==> src/core/irq_pkg.sv <==
// Shared constants, types and helpers of the interrupt controller with micro-DMA
package irq_pkg;

   localparam int NUM_CH = 20;
   localparam int NUM_NMI = 2;
   localparam int NUM_SRC = 22;
   localparam int NUM_DMA = 4;

   // Register indices; the byte address is four times the index
   localparam logic [7:0] IDX_PRIO_FIRST = 8'h70;
   localparam logic [7:0] IDX_PRIO_COUNT = 8'h0a;
   localparam logic [7:0] IDX_SVEC_FIRST = 8'h7c;
   localparam logic [7:0] IDX_PARAM_FIRST = 8'h80;
   localparam logic [1:0] GRP_SRC = 2'h0;
   localparam logic [1:0] GRP_DST = 2'h1;
   localparam logic [1:0] GRP_MODE = 2'h2;
   localparam logic [1:0] GRP_CNT = 2'h3;
   localparam int ADDR_IDX_LSB = 2;
   localparam int ADDR_IDX_MSB = 9;
   localparam logic [2:0] HSIZE_WORD = 3'h2;
   localparam int HPROT_PRIV_BIT = 1;

   // Priority register fields, two channels per register
   localparam int PRIO_LVL_LSB = 0;
   localparam int PRIO_CLR_BIT = 3;
   localparam int PRIO_HALF_W = 4;

   // Transfer mode fields
   localparam int MODE_WORD_BIT = 0;
   localparam int MODE_DST_LSB = 1;
   localparam int MODE_SRC_LSB = 3;
   localparam logic [1:0] OP_FIXED = 2'h0;
   localparam logic [1:0] OP_INC = 2'h1;
   localparam logic [1:0] OP_DEC = 2'h2;

   localparam logic [2:0] LEVEL_OFF_LO = 3'h0;
   localparam logic [2:0] LEVEL_NMI = 3'h7;
   localparam int ADDR_OUT_W = 24;

   // Reset values
   localparam logic [2:0] RST_LEVEL = 3'h0;
   localparam logic [4:0] RST_SVEC = 5'h00;
   localparam logic [31:0] RST_ADDR = 32'h0000_0000;
   localparam logic [4:0] RST_MODE = 5'h00;
   localparam logic [15:0] RST_COUNT = 16'h0000;

   // Vector bits 8..4 of each source, ascending so a lower index is a smaller vector
   localparam logic [4:0] SRC_VEC [NUM_SRC] = '{
      5'h08, 5'h09, 5'h0a, 5'h0b, 5'h0c, 5'h0d, 5'h0e, 5'h0f, 5'h10, 5'h11, 5'h12,
      5'h13, 5'h14, 5'h15, 5'h18, 5'h19, 5'h1a, 5'h1b, 5'h1c, 5'h1d, 5'h1e, 5'h1f};

   typedef struct packed {
      logic valid;
      logic [2:0] level;
      logic [15:0] vector;
   } irq_req_s;

   typedef struct packed {
      logic valid;
      logic dma;
      logic [1:0] chan;
      logic [15:0] vector;
   } irq_ack_s;

   typedef struct packed {
      logic valid;
      logic general;
      logic [1:0] chan;
   } dma_done_s;

   typedef struct packed {
      logic req;
      logic write;
      logic word;
      logic sys;
      logic [ADDR_OUT_W-1:0] addr;
      logic [15:0] wdata;
   } mem_req_s;

   function automatic logic [31:0] next_addr(input logic [31:0] a, input logic [1:0] op,
                                             input logic word);
      logic [31:0] step;
      step = word ? 32'h0000_0002 : 32'h0000_0001;
      unique case (op)
         OP_INC: next_addr = a + step;
         OP_DEC: next_addr = a - step;
         default: next_addr = a;
      endcase
   endfunction : next_addr

endpackage : irq_pkg

==> src/core/irq_ctrl_top.sv <==
// Interrupt controller with 20 maskable channels and four-channel micro-DMA engine
//
// The register addresses and the AHB-Lite interface to the registers were left to the implementer.
module irq_ctrl_top (
   input wire logic hclk,
   input wire logic hresetn,
   input wire logic hsel,
   input wire logic [31:0] haddr,
   input wire logic [1:0] htrans,
   input wire logic hwrite,
   input wire logic [2:0] hsize,
   input wire logic [3:0] hprot,
   input wire logic hready,
   input wire logic [31:0] hwdata,
   output logic [31:0] hrdata,
   output logic hreadyout,
   output logic hresp,
   input wire logic [irq_pkg::NUM_CH-1:0] periph_req,
   input wire logic wdt_req,
   input wire logic nmi_pin,
   input wire logic vec_read,
   output irq_pkg::irq_req_s irq_out,
   output irq_pkg::irq_ack_s ack_out,
   output irq_pkg::dma_done_s done_out,
   output irq_pkg::mem_req_s mem_out,
   input wire logic mem_ack,
   input wire logic [15:0] mem_rdata,
   output logic dma_busy
);
   typedef enum logic [1:0] {
      ST_IDLE = 2'b00,
      ST_READ = 2'b01,
      ST_WRITE = 2'b10,
      ST_FINISH = 2'b11
   } dma_state_e;

   logic [irq_pkg::NUM_CH-1:0] pend_r;
   logic [irq_pkg::NUM_CH-1:0] pend_nxt;
   logic [irq_pkg::NUM_CH-1:0][2:0] lvl_r;
   logic nmi_pend_r;
   logic nmi_pend_nxt;
   logic wdt_pend_r;
   logic wdt_pend_nxt;
   logic nmi_s1_r;
   logic nmi_s2_r;
   logic nmi_s3_r;
   logic nmi_lvl_r;
   logic nmi_rise;
   logic [irq_pkg::NUM_DMA-1:0][4:0] svec_r;
   logic [irq_pkg::NUM_DMA-1:0][31:0] src_r;
   logic [irq_pkg::NUM_DMA-1:0][31:0] dst_r;
   logic [irq_pkg::NUM_DMA-1:0][4:0] mode_r;
   logic [irq_pkg::NUM_DMA-1:0][15:0] cnt_r;

   logic a_valid_r;
   logic a_write_r;
   logic a_map_r;
   logic a_priv_r;
   logic [7:0] a_idx_r;
   logic [31:0] hrdata_r;
   logic hreadyout_r;
   logic wr_en;
   logic [31:0] rd_word;
   logic [7:0] prio_pair;
   logic is_prio;
   logic is_svec;
   logic is_param;

   logic win_valid;
   logic [4:0] win_idx;
   logic [2:0] win_level;
   logic [4:0] win_idx_r;
   logic ack_take;
   logic hit;
   logic [1:0] hit_chan;
   irq_pkg::irq_req_s irq_r;
   irq_pkg::irq_ack_s ack_r;
   irq_pkg::dma_done_s done_r;
   irq_pkg::mem_req_s mem_r;
   dma_state_e st_r;
   logic [1:0] ch_r;
   logic [15:0] data_r;
   logic [15:0] cnt_dec;
   logic busy_r;

   assign hrdata = hrdata_r;
   assign hreadyout = hreadyout_r;
   assign irq_out = irq_r;
   assign ack_out = ack_r;
   assign done_out = done_r;
   assign mem_out = mem_r;
   assign dma_busy = busy_r;

   // Bus slave: address phase capture
   always_ff @(posedge hclk or negedge hresetn)
   begin
      if (!hresetn)
      begin
         a_valid_r <= 1'b0;
         a_write_r <= 1'b0;
         a_map_r <= 1'b0;
         a_priv_r <= 1'b0;
         a_idx_r <= 8'h00;
      end
      else if (hready)
      begin
         a_valid_r <= hsel && htrans[1];
         a_write_r <= hwrite;
         a_map_r <= (haddr[31:irq_pkg::ADDR_IDX_MSB+1] == '0) &&
                    (hsize == irq_pkg::HSIZE_WORD);
         a_priv_r <= hprot[irq_pkg::HPROT_PRIV_BIT];
         a_idx_r <= haddr[irq_pkg::ADDR_IDX_MSB:irq_pkg::ADDR_IDX_LSB];
      end
   end

   // Reads take one wait state so a write just before is always seen
   always_ff @(posedge hclk or negedge hresetn)
   begin
      if (!hresetn)
      begin
         hreadyout_r <= 1'b1;
         hrdata_r <= 32'h0000_0000;
      end
      else if (!hreadyout_r)
      begin
         hreadyout_r <= 1'b1;
         hrdata_r <= rd_word;
      end
      else if (hready && hsel && htrans[1] && !hwrite)
      begin
         hreadyout_r <= 1'b0;
      end
   end

   assign hresp = 1'b0;
   assign wr_en = a_valid_r && a_write_r && a_map_r;
   assign prio_pair = a_idx_r - irq_pkg::IDX_PRIO_FIRST;
   assign is_prio = (a_idx_r >= irq_pkg::IDX_PRIO_FIRST) && (prio_pair < irq_pkg::IDX_PRIO_COUNT);
   assign is_svec = a_idx_r[7:2] == irq_pkg::IDX_SVEC_FIRST[7:2];
   assign is_param = (a_idx_r[7:4] == irq_pkg::IDX_PARAM_FIRST[7:4]) && a_priv_r;

   always_comb
   begin
      int ch;
      ch = 2 * int'(prio_pair);
      rd_word = 32'h0000_0000;
      if (a_map_r && is_prio)
      begin
         rd_word[3:0] = {pend_r[ch], lvl_r[ch]};
         rd_word[7:4] = {pend_r[ch+1], lvl_r[ch+1]};
      end
      else if (a_map_r && is_param)
      begin
         unique case (a_idx_r[3:2])
            irq_pkg::GRP_SRC: rd_word = src_r[a_idx_r[1:0]];
            irq_pkg::GRP_DST: rd_word = dst_r[a_idx_r[1:0]];
            irq_pkg::GRP_MODE: rd_word = {27'h0, mode_r[a_idx_r[1:0]]};
            irq_pkg::GRP_CNT: rd_word = {16'h0, cnt_r[a_idx_r[1:0]]};
         endcase
      end
   end

   // Non-maskable pin: three stages, a change counts once stages two and three agree
   always_ff @(posedge hclk or negedge hresetn)
   begin
      if (!hresetn)
      begin
         nmi_s1_r <= 1'b0;
         nmi_s2_r <= 1'b0;
         nmi_s3_r <= 1'b0;
         nmi_lvl_r <= 1'b0;
      end
      else
      begin
         nmi_s1_r <= nmi_pin;
         nmi_s2_r <= nmi_s1_r;
         nmi_s3_r <= nmi_s2_r;
         if (nmi_s2_r == nmi_s3_r)
         begin
            nmi_lvl_r <= nmi_s3_r;
         end
      end
   end

   assign nmi_rise = (nmi_s2_r == nmi_s3_r) && nmi_s3_r && !nmi_lvl_r;

   // A vector read is taken only while the engine is idle and a request stands
   assign ack_take = vec_read && irq_r.valid && (st_r == ST_IDLE);

   // Request flops: a new request wins over any clear in the same cycle
   always_comb
   begin
      logic clr;
      int ch;
      clr = 1'b0;
      ch = 2 * int'(prio_pair);
      for (int i = 0; i < irq_pkg::NUM_CH; i++)
      begin
         clr = ack_take && (int'(win_idx_r) == i + irq_pkg::NUM_NMI);
         if (wr_en && is_prio && (i == ch) && !hwdata[irq_pkg::PRIO_CLR_BIT])
         begin
            clr = 1'b1;
         end
         if (wr_en && is_prio && (i == ch + 1) &&
             !hwdata[irq_pkg::PRIO_HALF_W + irq_pkg::PRIO_CLR_BIT])
         begin
            clr = 1'b1;
         end
         pend_nxt[i] = periph_req[i] || (pend_r[i] && !clr);
      end
      nmi_pend_nxt = nmi_rise || (nmi_pend_r && !(ack_take && win_idx_r == 5'h00));
      wdt_pend_nxt = wdt_req || (wdt_pend_r && !(ack_take && win_idx_r == 5'h01));
   end

   always_ff @(posedge hclk or negedge hresetn)
   begin
      if (!hresetn)
      begin
         pend_r <= '0;
         nmi_pend_r <= 1'b0;
         wdt_pend_r <= 1'b0;
      end
      else
      begin
         pend_r <= pend_nxt;
         nmi_pend_r <= nmi_pend_nxt;
         wdt_pend_r <= wdt_pend_nxt;
      end
   end

   // Priority levels, two channels per register
   always_ff @(posedge hclk or negedge hresetn)
   begin
      if (!hresetn)
      begin
         lvl_r <= {irq_pkg::NUM_CH{irq_pkg::RST_LEVEL}};
      end
      else if (wr_en && is_prio)
      begin
         lvl_r[2*prio_pair] <= hwdata[irq_pkg::PRIO_LVL_LSB +: 3];
         lvl_r[2*prio_pair+1] <= hwdata[irq_pkg::PRIO_HALF_W + irq_pkg::PRIO_LVL_LSB +: 3];
      end
   end

   // Start vectors: no privilege check, and they read back as zero
   always_ff @(posedge hclk or negedge hresetn)
   begin
      if (!hresetn)
      begin
         svec_r <= {irq_pkg::NUM_DMA{irq_pkg::RST_SVEC}};
      end
      else if (wr_en && is_svec)
      begin
         svec_r[a_idx_r[1:0]] <= hwdata[4:0];
      end
   end

   pend_arbiter u_arb (
      .pend({pend_nxt, wdt_pend_nxt, nmi_pend_nxt}),
      .lvl({lvl_r, irq_pkg::LEVEL_NMI, irq_pkg::LEVEL_NMI}),
      .win_valid(win_valid),
      .win_idx(win_idx),
      .win_level(win_level)
   );

   vec_match u_match (
      .field(irq_r.vector[8:4]),
      .svec(svec_r),
      .hit(hit),
      .chan(hit_chan)
   );

   // Presented request; held low while a transfer runs since the CPU is busy with it
   always_ff @(posedge hclk or negedge hresetn)
   begin
      if (!hresetn)
      begin
         irq_r <= '0;
         win_idx_r <= 5'h00;
      end
      else
      begin
         irq_r.valid <= win_valid && !(ack_take && hit) &&
                        ((st_r == ST_IDLE) || (st_r == ST_FINISH));
         irq_r.level <= win_level;
         irq_r.vector <= {7'h00, irq_pkg::SRC_VEC[win_idx], 4'h0};
         win_idx_r <= win_idx;
      end
   end

   // Acceptance answer
   always_ff @(posedge hclk or negedge hresetn)
   begin
      if (!hresetn)
      begin
         ack_r <= '0;
      end
      else
      begin
         ack_r.valid <= ack_take;
         if (ack_take)
         begin
            ack_r.dma <= hit;
            ack_r.chan <= hit_chan;
            ack_r.vector <= irq_r.vector;
         end
      end
   end

   assign cnt_dec = cnt_r[ch_r] - 16'h0001;

   // Micro-DMA sequencer
   always_ff @(posedge hclk or negedge hresetn)
   begin
      if (!hresetn)
      begin
         st_r <= ST_IDLE;
         ch_r <= 2'h0;
         busy_r <= 1'b0;
      end
      else
      begin
         unique case (st_r)
            ST_IDLE:
            begin
               if (ack_take && hit)
               begin
                  st_r <= ST_READ;
                  ch_r <= hit_chan;
                  busy_r <= 1'b1;
               end
            end
            ST_READ:
            begin
               if (mem_ack)
               begin
                  st_r <= ST_WRITE;
               end
            end
            ST_WRITE:
            begin
               if (mem_ack)
               begin
                  st_r <= ST_FINISH;
               end
            end
            ST_FINISH:
            begin
               st_r <= ST_IDLE;
               busy_r <= 1'b0;
            end
         endcase
      end
   end

   // Memory port; the request holds until acknowledged
   always_ff @(posedge hclk or negedge hresetn)
   begin
      if (!hresetn)
      begin
         mem_r <= '0;
         data_r <= 16'h0000;
      end
      else
      begin
         mem_r.sys <= 1'b1;
         mem_r.word <= mode_r[ch_r][irq_pkg::MODE_WORD_BIT];
         if (st_r == ST_IDLE && ack_take && hit)
         begin
            mem_r.req <= 1'b1;
            mem_r.write <= 1'b0;
            mem_r.word <= mode_r[hit_chan][irq_pkg::MODE_WORD_BIT];
            mem_r.addr <= src_r[hit_chan][irq_pkg::ADDR_OUT_W-1:0];
         end
         else if (st_r == ST_READ && mem_ack)
         begin
            data_r <= mem_rdata;
            mem_r.write <= 1'b1;
            mem_r.addr <= dst_r[ch_r][irq_pkg::ADDR_OUT_W-1:0];
            mem_r.wdata <= mode_r[ch_r][irq_pkg::MODE_WORD_BIT] ? mem_rdata
                                                              : {8'h00, mem_rdata[7:0]};
         end
         else if (st_r == ST_WRITE && mem_ack)
         begin
            mem_r.req <= 1'b0;
            mem_r.write <= 1'b0;
         end
      end
   end

   // End of service; a zero count hands the source to general processing
   always_ff @(posedge hclk or negedge hresetn)
   begin
      if (!hresetn)
      begin
         done_r <= '0;
      end
      else
      begin
         done_r.valid <= (st_r == ST_FINISH);
         if (st_r == ST_FINISH)
         begin
            done_r.general <= (cnt_dec == 16'h0000);
            done_r.chan <= ch_r;
         end
      end
   end

   // Parameters; the engine's own update wins over a bus write in the same cycle.
   // Undefined operation codes behave as fixed but are not meant to be used.
   always_ff @(posedge hclk or negedge hresetn)
   begin
      if (!hresetn)
      begin
         src_r <= {irq_pkg::NUM_DMA{irq_pkg::RST_ADDR}};
         dst_r <= {irq_pkg::NUM_DMA{irq_pkg::RST_ADDR}};
         mode_r <= {irq_pkg::NUM_DMA{irq_pkg::RST_MODE}};
         cnt_r <= {irq_pkg::NUM_DMA{irq_pkg::RST_COUNT}};
      end
      else if (st_r == ST_FINISH)
      begin
         src_r[ch_r] <= irq_pkg::next_addr(src_r[ch_r],
            mode_r[ch_r][irq_pkg::MODE_SRC_LSB +: 2],
            mode_r[ch_r][irq_pkg::MODE_WORD_BIT]);
         dst_r[ch_r] <= irq_pkg::next_addr(dst_r[ch_r],
            mode_r[ch_r][irq_pkg::MODE_DST_LSB +: 2],
            mode_r[ch_r][irq_pkg::MODE_WORD_BIT]);
         cnt_r[ch_r] <= cnt_dec;
      end
      else if (wr_en && is_param)
      begin
         unique case (a_idx_r[3:2])
            irq_pkg::GRP_SRC: src_r[a_idx_r[1:0]] <= hwdata;
            irq_pkg::GRP_DST: dst_r[a_idx_r[1:0]] <= hwdata;
            irq_pkg::GRP_MODE: mode_r[a_idx_r[1:0]] <= hwdata[4:0];
            irq_pkg::GRP_CNT: cnt_r[a_idx_r[1:0]] <= hwdata[15:0];
         endcase
      end
   end

endmodule : irq_ctrl_top

==> src/core/pend_arbiter.sv <==
// Priority selection among pending interrupt sources
module pend_arbiter (
   input wire logic [irq_pkg::NUM_SRC-1:0] pend,
   input wire logic [irq_pkg::NUM_SRC-1:0][2:0] lvl,
   output logic win_valid,
   output logic [4:0] win_idx,
   output logic [2:0] win_level
);
   always_comb
   begin
      logic [2:0] eff;
      logic ok;
      eff = irq_pkg::LEVEL_OFF_LO;
      ok = 1'b0;
      win_valid = 1'b0;
      win_idx = 5'h00;
      win_level = irq_pkg::LEVEL_OFF_LO;
      // Descending scan with >= lets the smaller vector win a tie
      for (int i = irq_pkg::NUM_SRC - 1; i >= 0; i--)
      begin
         eff = (i < irq_pkg::NUM_NMI) ? irq_pkg::LEVEL_NMI : lvl[i];
         ok = pend[i] && ((i < irq_pkg::NUM_NMI) ||
              (lvl[i] != irq_pkg::LEVEL_OFF_LO && lvl[i] != irq_pkg::LEVEL_NMI));
         if (ok && (!win_valid || eff >= win_level))
         begin
            win_valid = 1'b1;
            win_idx = 5'(i);
            win_level = eff;
         end
      end
   end
endmodule : pend_arbiter

==> src/core/vec_match.sv <==
// Compares an accepted vector against the four micro-DMA start vectors
module vec_match (
   input wire logic [4:0] field,
   input wire logic [irq_pkg::NUM_DMA-1:0][4:0] svec,
   output logic hit,
   output logic [1:0] chan
);
   always_comb
   begin
      hit = 1'b0;
      chan = 2'h0;
      for (int n = irq_pkg::NUM_DMA - 1; n >= 0; n--)
      begin
         if (svec[n] == field)
         begin
            hit = 1'b1;
            chan = 2'(n);
         end
      end
   end
endmodule : vec_match

==> config.mk <==
export PLATFORM = sky130hd
export DESIGN_NAME = irq_ctrl_top
export DESIGN_NICKNAME = d
export VERILOG_FILES = /design/src/core/irq_pkg.sv /design/src/core/irq_ctrl_top.sv /design/src/core/pend_arbiter.sv /design/src/core/vec_match.sv
export SDC_FILE = /design/constraint.sdc
export NUM_CORES = 2
export LEC_CHECK = 0
export ABC_AREA = 1
export BUFFER_PORTS_ARGS = -buffer_cell sky130_fd_sc_hd__buf_2
export CAP_MARGIN = 20
export CELL_PAD_IN_SITES_DETAIL_PLACEMENT = 0
export CELL_PAD_IN_SITES_GLOBAL_PLACEMENT = 1
export CORE_MARGIN = 10
export CORE_UTILIZATION = 46
export CTS_CLUSTER_SIZE = 30
export DETAILED_ROUTE_END_ITERATION = 7
export GPL_ROUTABILITY_DRIVEN = 0
export GPL_TIMING_DRIVEN = 0
export PLACE_DENSITY_LB_ADDON = 0.1
export REMOVE_ABC_BUFFERS = 1
export SLEW_MARGIN = 20
export SYNTH_ARGS = -nofsm -noshare
export SYNTH_HDL_FRONTEND = slang
export SYNTH_SLANG_ARGS = --single-unit
==> constraint.sdc <==
create_clock -name hclk -period 22.1 [get_ports hclk]
set_clock_uncertainty 0.1 [all_clocks]
set_input_delay 2.21 -clock hclk [delete_from_list [all_inputs] [get_ports hclk]]
set_output_delay 2.21 -clock hclk [all_outputs]
set_load 0.1 [all_outputs]
Word level (Yosys, flattened, before mapping)
Memories as Yosys holds them, arrays and structs flattened. A register that Yosys moved wholly into a read port is not among the register bits. Cells that the tools add are included.

Logic and storage cells: 733. Memory bits (read-only): 160. Register bits: 562. Memories: 1. Output and inout port bits: 123. Bits of input ports: 118.

Add/sub/neg operators: 8. Muxes and demuxes: 192. Eq/ne operators: 91. Reductions and logical operators: 331. Order comparisons: 34. Bitwise operators: 3.

Memory list: (name not given) (words 32, bits a word 5, rd ports 1, clocked after Yosys merged registers in 1, write ports 0, RTL line irq_ctrl_top.sv:286) `irq_r.vector <= {7'h00, irq_pkg::SRC_VEC[win_idx], 4'h0};`.

Operators by type and width (count): 2-to-1 mux 128 bit (6); bitwise mux 128 bit (4); binary-select mux 32 bit (select 2 bit) (5); 2-to-1 mux 32 bit (9); equality test 5 x 32 -> 1 bit, first input constant (8); logical AND 1 bit (194); 2-to-1 mux 64 bit (3); bitwise mux 64 bit (2); demux 32 bit (select 2 bit) (2); equality test 4 x 32 -> 1 bit, first input constant (4); case mux 32 bit (2 select lines) (2); case mux 32 bit (4 select lines) (1); 2-to-1 mux 5 bit (25); bitwise mux 60 bit (2); equality test 6 x 32 -> 1 bit, first input constant (3); 2-to-1 mux 3 bit (27); 2-to-1 mux 16 bit (5); 2-to-1 mux 24 bit (3); equality test 5 bit, second input constant (14); 2-to-1 mux 1 bit (66); binary-select mux 16 bit (select 2 bit) (2); demux 16 bit (select 2 bit) (2); equality test 3 x 32 -> 1 bit, first input constant (2); zero test 32 bit (2); 62 further kinds (266).

Depth between registers and ports, before layout
Word-level depth: 98. Gate-level depth with buffers: 199. Depth with buffers taken out: 195.

Modules after synthesis
Synthesis repeated with hierarchy kept, for this count alone.

Cell total of the unflattened synthesis: 5485. Area, all modules: 38481.9 µm².

By module, submodules not included: irq_ctrl_top (sequential area each 14164.8 µm², cells an instance 4843, instances 1, area an instance 34944.8 µm²); pend_arbiter (sequential area each 0.0 µm², cells an instance 569, instances 1, area an instance 3138.0 µm²); vec_match (sequential area each 0.0 µm², cells an instance 73, instances 1, area an instance 399.1 µm²).

Worst setup path before layout
OpenSTA, ideal clock, no wires.

Kind: input-to-reg. From: in vec_read. To: reg irq_out[6] (netlist name). Setup time: 119 ps. Path buffers: 4. Data arrival time: 20830 ps. Cell stages on the path: 186. Data required time: 21881 ps. Slack: 1050 ps. Path through: nand3_2 -> nor2_2 -> a31oi_1 -> nand2_2 -> nand2_4 -> nand2_4 -> nor2_1 -> ha_1 -> o21ai_0 -> nand2_1 -> a21oi_1 -> nand3_1 -> nand2_1 -> nand2_1 -> o21ai_0 -> ha_1 -> o21ai_0 -> nand2_1 -> (+150 left out) -> ha_1 -> o21ai_0 -> nand2_1 -> a21oi_1 -> nand2_2 -> nand2_4 -> buf_6 -> nand2_1 -> o21ai_2 -> ha_1 -> o21ai_0 -> nand2_1 -> a21oi_1 -> nand2_1 -> nand2_2 -> nand4_1 -> o21ai_2 -> nand2_1.

Word-level cells in the longest chain between the ends: 94. Elaborated cells between the ends (all ways): 289. Those cells by class: order compare (21); mux (94); bitwise (1); reduce/logical (173).

Ends and longest elaborated chain: start, declared (RTL line irq_ctrl_top.sv:21) `input wire logic vec_read,`; logical AND 1 bit (*) (2 in series) (RTL line irq_ctrl_top.sv:188) `assign ack_take = vec_read && irq_r.valid && (st_r == ST_IDLE);`; logical AND 1 bit (*) (RTL line irq_ctrl_top.sv:199) `clr = ack_take && (int'(win_idx_r) == i + irq_pkg::NUM_NMI);`; 2-to-1 mux 1 bit (*) (RTL line irq_ctrl_top.sv:204) `if (wr_en && is_prio && (i == ch + 1) &&`; zero test 1 bit (*) (RTL line irq_ctrl_top.sv:209) `pend_nxt[i] = periph_req[i] || (pend_r[i] && !clr);`; logical AND 1 bit (*) (RTL line irq_ctrl_top.sv:209); logical OR 1 bit (*) (RTL line irq_ctrl_top.sv:209); named net pend_nxt, one bit (RTL line irq_ctrl_top.sv:38) `logic [irq_pkg::NUM_CH-1:0] pend_nxt;`; logical AND 1 bit (*) (RTL line pend_arbiter.sv:22) `ok = pend[i] && ((i < irq_pkg::NUM_NMI) ||`; (+78 left out); logical OR 1 bit (RTL line pend_arbiter.sv:24) `if (ok && (!win_valid || eff >= win_level))`; logical AND 1 bit (RTL line pend_arbiter.sv:24); 2-to-1 mux 3 bit / 2-to-1 mux 1 bit (equally long branches) (RTL line pend_arbiter.sv:24); greater-or-equal comparator 3 bit / zero test 1 bit (equally long branches) (RTL line pend_arbiter.sv:24); logical OR 1 bit (RTL line pend_arbiter.sv:24); logical AND 1 bit (RTL line pend_arbiter.sv:24); 2-to-1 mux 5 bit (*) (RTL line pend_arbiter.sv:24); inverter 5 -> 6 bit (implied by the code) (*) (RTL line irq_ctrl_top.sv:286).

Mark *: on every way through the listed nets, which the timed path passes. The rest lies on a longest branch. A chain may end at the register's enable or synchronous reset.

Worst setup path in the final report
From: in vec_read. To: reg irq_out[5] (netlist name).

Word-level cells in the longest chain between the ends: 94. Elaborated cells between the ends (all ways): 289. Those cells by class: order compare (21); mux (94); bitwise (1); reduce/logical (173).

Ends and longest elaborated chain: logical AND 1 bit (*) (2 in series) (RTL line irq_ctrl_top.sv:188); logical AND 1 bit (*) (RTL line irq_ctrl_top.sv:199); 2-to-1 mux 1 bit (*) (RTL line irq_ctrl_top.sv:204); zero test 1 bit (*) (RTL line irq_ctrl_top.sv:209); logical AND 1 bit (*) (RTL line irq_ctrl_top.sv:209); logical OR 1 bit (*) (RTL line irq_ctrl_top.sv:209); named net pend_nxt, one bit (RTL line irq_ctrl_top.sv:38); logical AND 1 bit (*) (RTL line pend_arbiter.sv:22); (+79 left out); logical AND 1 bit (RTL line pend_arbiter.sv:24); 2-to-1 mux 3 bit / 2-to-1 mux 1 bit (equally long branches) (RTL line pend_arbiter.sv:24); greater-or-equal comparator 3 bit / zero test 1 bit (equally long branches) (RTL line pend_arbiter.sv:24); logical OR 1 bit (RTL line pend_arbiter.sv:24); logical AND 1 bit (RTL line pend_arbiter.sv:24); 2-to-1 mux 5 bit (*) (RTL line pend_arbiter.sv:24); named net u_arb.win_idx[1] (RTL line pend_arbiter.sv:6) `output logic [4:0] win_idx,`; inverter 5 -> 6 bit (implied by the code) (*) (RTL line irq_ctrl_top.sv:286).

Marked as above.

==> results.json <==
{
  "cp_data_arrival_time_ns": 20.94,
  "netlist_area_um2": 35530,
  "first_iter_violations": 4103,
  "nFillCells": 7367,
  "reg2reg_to": "irq_out[5]",
  "min_path_type": "reg2reg",
  "die_y_um": 297.9,
  "endpoint": "irq_out[5]",
  "maxCapViolCount": 0,
  "fin_crit_sh": 0.9292,
  "path_common_cell": "nand2_1",
  "fmax_ghz": 0.04869,
  "cts_made_buffers": 69,
  "switching_power_mw": 3.780,
  "seqPwrFrac": 0.230,
  "violations": "design-rule violations",
  "cts_buffer_depth": 3,
  "initial_core_util": 0.4663,
  "io_buffer_count": 211,
  "clock_latency_ns": 0.63,
  "grtUsageTotal": 0.3298,
  "ys_seq_area_frac": 0.3986,
  "setup_viol": 0,
  "netlist.area_leader.share": 0.3979,
  "swShare": 0.5252,
  "p_leak_nw": 19.07,
  "cp_top_family": "simple AND/OR/NAND/NOR gates",
  "grt_antenna_before_repair": 0,
  "pwr_density_cell_nw_per_um2": 170.4,
  "rows": 101,
  "timing.rr.start": "a_idx_r[0]",
  "grt_pass1_vias": 34800,
  "grt_pass1_wl_um": 225800,
  "grt_start_max_net_pins": 90,
  "htreeDepth": 3,
  "synth_edf_count": 0,
  "viasPerCell": 6.118,
  "regArea_um2": 14170,
  "setup_tns_ns": 0,
  "outcome": "finished with violations",
  "critPathLaunch": "vec_read",
  "ys_types": 63,
  "layout.cells.non_filler": 6011,
  "required_ns": 22.50,
  "cp_num_buf_inv": 25,
  "yosys.area.top_type": "dfrtp_1",
  "cts_tree": "done",
  "yosys_most_used_dff": "dfrtp_1",
  "overflow": 0,
  "die_x_um": 297.9,
  "cts_num_sinks": 566,
  "pin_count": 241,
  "drtAntennaViolNets": 0,
  "drive_above_1_share": 0.1368,
  "die_area_um2": 88770,
  "cp.depth": 177,
  "criticalPathCategory": "in2reg",
  "end_kind": "register",
  "drc_errors": 1,
  "multi_input_area_um2": 19120,
  "slowest_delay_ns": 0.35,
  "p_comb_frac": 0.606,
  "synthArstFlopShare": 1.000,
  "synth_area_leaders": "dfrtp_1, nand2_1, a31oi_1",
  "clockPowerShare": 0.163,
  "hpwlAfterDp_um": 105200,
  "finalWirelength_um": 152100,
  "area_growth_pct": 18.89,
  "hold_violations": 0,
  "p_int_mw": 3.418,
  "dr.pass1.iters": 8,
  "fp.coreArea_um2": 76200,
  "worstMarginPinSlew_ns": 1.048,
  "vias": 36770,
  "cpMaxStageDelayCell": "o21ai_0",
  "r2r_slack_ns": 1.66,
  "period_minus_slack_ns": 20.54,
  "cts.reportedPaths.clkPinSlew_ns": 0.05,
  "place_inst": 5832,
  "path_max_fanout": 8,
  "nNetsFinal": 5167,
  "reg2reg_depth": 181,
  "start_kind": "input port",
  "yosysWarnings": 0,
  "maxSlewHeadroom": 0.3011,
  "irDropWorstVdd_mv": 0.1044,
  "synth.ff_latch_count": 566,
  "slew_violations": 0,
  "root_buffer": "clkbuf_16",
  "syn_inst": 4759,
  "wl_per_cell_um": 25.30,
  "syn_avg_cell_area_um2": 7.467
}
[power groups by stage]
stage / registers [mW] / logic (mW) / clock network [mW]
6_report: 1.66 / 4.37 / 1.17
5_1_grt: 1.70 / 4.73 / 1.22
4_1_cts: 1.65 / 4.28 / 1.18
3_5_place_dp: 1.66 / 4.26 / 0
3_3_place_gp: 1.65 / 4.06 / 0
2_1_floorplan: 1.92 / 2.56 / 0
[placed cells by master (no fill, tap or decap), drive strengths merged, types with 3 or more instances in the layout]
cell / Yosys / routed
nand2: 1095 / 1096
dfrtp: 565 / 565
nor2: 533 / 533
inv: 446 / 448
o21ai: 356 / 356
buf: 68 / 351
a31oi: 322 / 322
o22ai: 212 / 212
nand3: 205 / 205
a21oi: 190 / 190
ha: 121 / 121
clkbuf: 210 / 100
a22oi: 57 / 57
xor2: 51 / 51
o221ai: 37 / 37
a221oi: 30 / 30
nor3: 29 / 29
o21a: 28 / 28
nand4: 27 / 27
xnor2: 24 / 24
conb: 2 / 24
clkinv: 9 / 23
o211ai: 22 / 22
o31ai: 18 / 18
o21bai: 13 / 13
nor4: 12 / 12
o2bb2ai: 12 / 12
a31o: 11 / 11
a32o: 10 / 10
a211oi: 8 / 8
a22o: 8 / 8
clkinvlp: 0 / 4
bufinv: 0 / 4
a221o: 3 / 3
o2111ai: 3 / 3
mux2i: 3 / 3
and3: 3 / 3
[layer usage]
metal	part of all wire	vias up	track usage
met5	0	-	0
met4	0.057	0	0.1686
met3	0.087	510	0.05569
met2	0.46	1937	0.5283
met1	0.40	17570	0.4247
li1	-	16760	-
[repair_timing]
action / in CTS / in global routing
buffers inserted: 13 / 38
setup endpoints to repair: 12 / 12
pin swaps: 8 / 69
resized for setup: 29 / 84
cloned: 0 / 1
hold buffers: 0 / 0
[cell usage after synthesis (3+ instances only)]
cell	n
nand3_2	14
o211ai_1	22
nor4_1	12
buf_6	7
buf_4	26
a31o_2	11
o21ai_2	4
o21ai_0	342
clkinv_1	9
o21bai_1	13
a22oi_1	57
nor2_4	7
nor2_2	7
nand2_1	1050
a21oi_1	188
xor2_1	51
a31oi_1	322
clkbuf_1	210
nand2_2	31
a221o_1	3
inv_4	4
inv_1	423
o2bb2ai_1	12
a221oi_1	30
nand4_1	26
nand3_1	191
o2111ai_1	3
ha_1	121
nor3_1	29
o31ai_1	18
mux2i_1	3
dfrtp_1	565
a32o_1	10
xnor2_1	24
nand2_4	14
o21a_1	28
nor2_1	518
a211oi_1	8
a22o_1	8
buf_1	35
o221ai_1	37
o21ai_1	10
inv_2	18
o22ai_1	212
[flip-flops by register name (all words and copies together) (netlist names), 20 cells and up]
register and count:
cnt_r 64, lvl_r 60, pend_r 20, svec_r 20
hrdata 32, dst_r 128, mode_r 20, src_r 128
mem_out 44
[worst min path at each step]
| stage | from | to | slack, ns | cells past startpoint |
|---|---|---|---|---|
| 4_1_cts | nmi_s1_r | nmi_s2_r | 0.26 | 0 |
| 5_1_grt | nmi_s1_r | nmi_s2_r | 0.26 | 0 |
| 2_1_floorplan | nmi_s1_r | nmi_s2_r | 0.23 | 0 |
| 6_report | nmi_s1_r | nmi_s2_r | 0.26 | 0 |
| 3_5_place_dp | nmi_s1_r | nmi_s2_r | 0.24 | 0 |
| 3_3_place_gp | nmi_s1_r | nmi_s2_r | 0.24 | 0 |
[logic make-up (layout without fill, tap and decap cells)]
logic type,Yosys count,after routing,synth area share
buf+inv,733,930,0.08208
fa+ha+maj,123,123,0.04373
compound gates,1346,1346,0.2326
other cells,2,26,0.0002113
mux,3,3,0.0008451
flops,566,566,0.3986
simple gates,1911,1912,0.2234
xor+xnor,75,75,0.01849
[final cells by class]
| type | instances | share of cell area |
|---|---|---|
| antenna | 2 | 0.0001185 |
| sequential | 566 | 0.3354 |
| clock inverter | 24 | 0.005923 |
| tap | 1030 | 0.03050 |
| clock buffer | 100 | 0.04821 |
| multi-input combinational | 3483 | 0.4525 |
| timing repair buffer | 351 | 0.08574 |
| inverter | 455 | 0.04164 |
[per-stage QoR]
| step | setup WS (ns) | power (mW) | area (um^2) | util | hold WS [ns] |
|---|---|---|---|---|---|
| 2_1_floorplan | 0.9919 | 4.476 | 34420 | - | 0.2312 |
| 3_3_place_gp | -4.429 | 5.718 | 36770 | 0.4825 | 0.2382 |
| 3_5_place_dp | -2.499 | 5.922 | 39230 | 0.5148 | 0.2372 |
| 4_1_cts | 0.01850 | 7.110 | 41690 | 0.5471 | 0.2585 |
| 5_1_grt | -0.2117 | 7.659 | 42240 | 0.5544 | 0.2639 |
| 6_report | 1.564 | 7.198 | 42250 | 0.5544 | 0.2611 |
[worst reg2reg max path, delay by kind of cell, from the launching register on]
| kind | cells | cell delay (ns) |
|---|---|---|
| fa+ha+maj | 19 | 5.15 |
| compound gates | 41 | 4.59 |
| buf+inv | 28 | 2.59 |
| simple gates | 93 | 7.31 |
| flops | 1 | 0.47 |
Power figures use the tool's default switching activity.
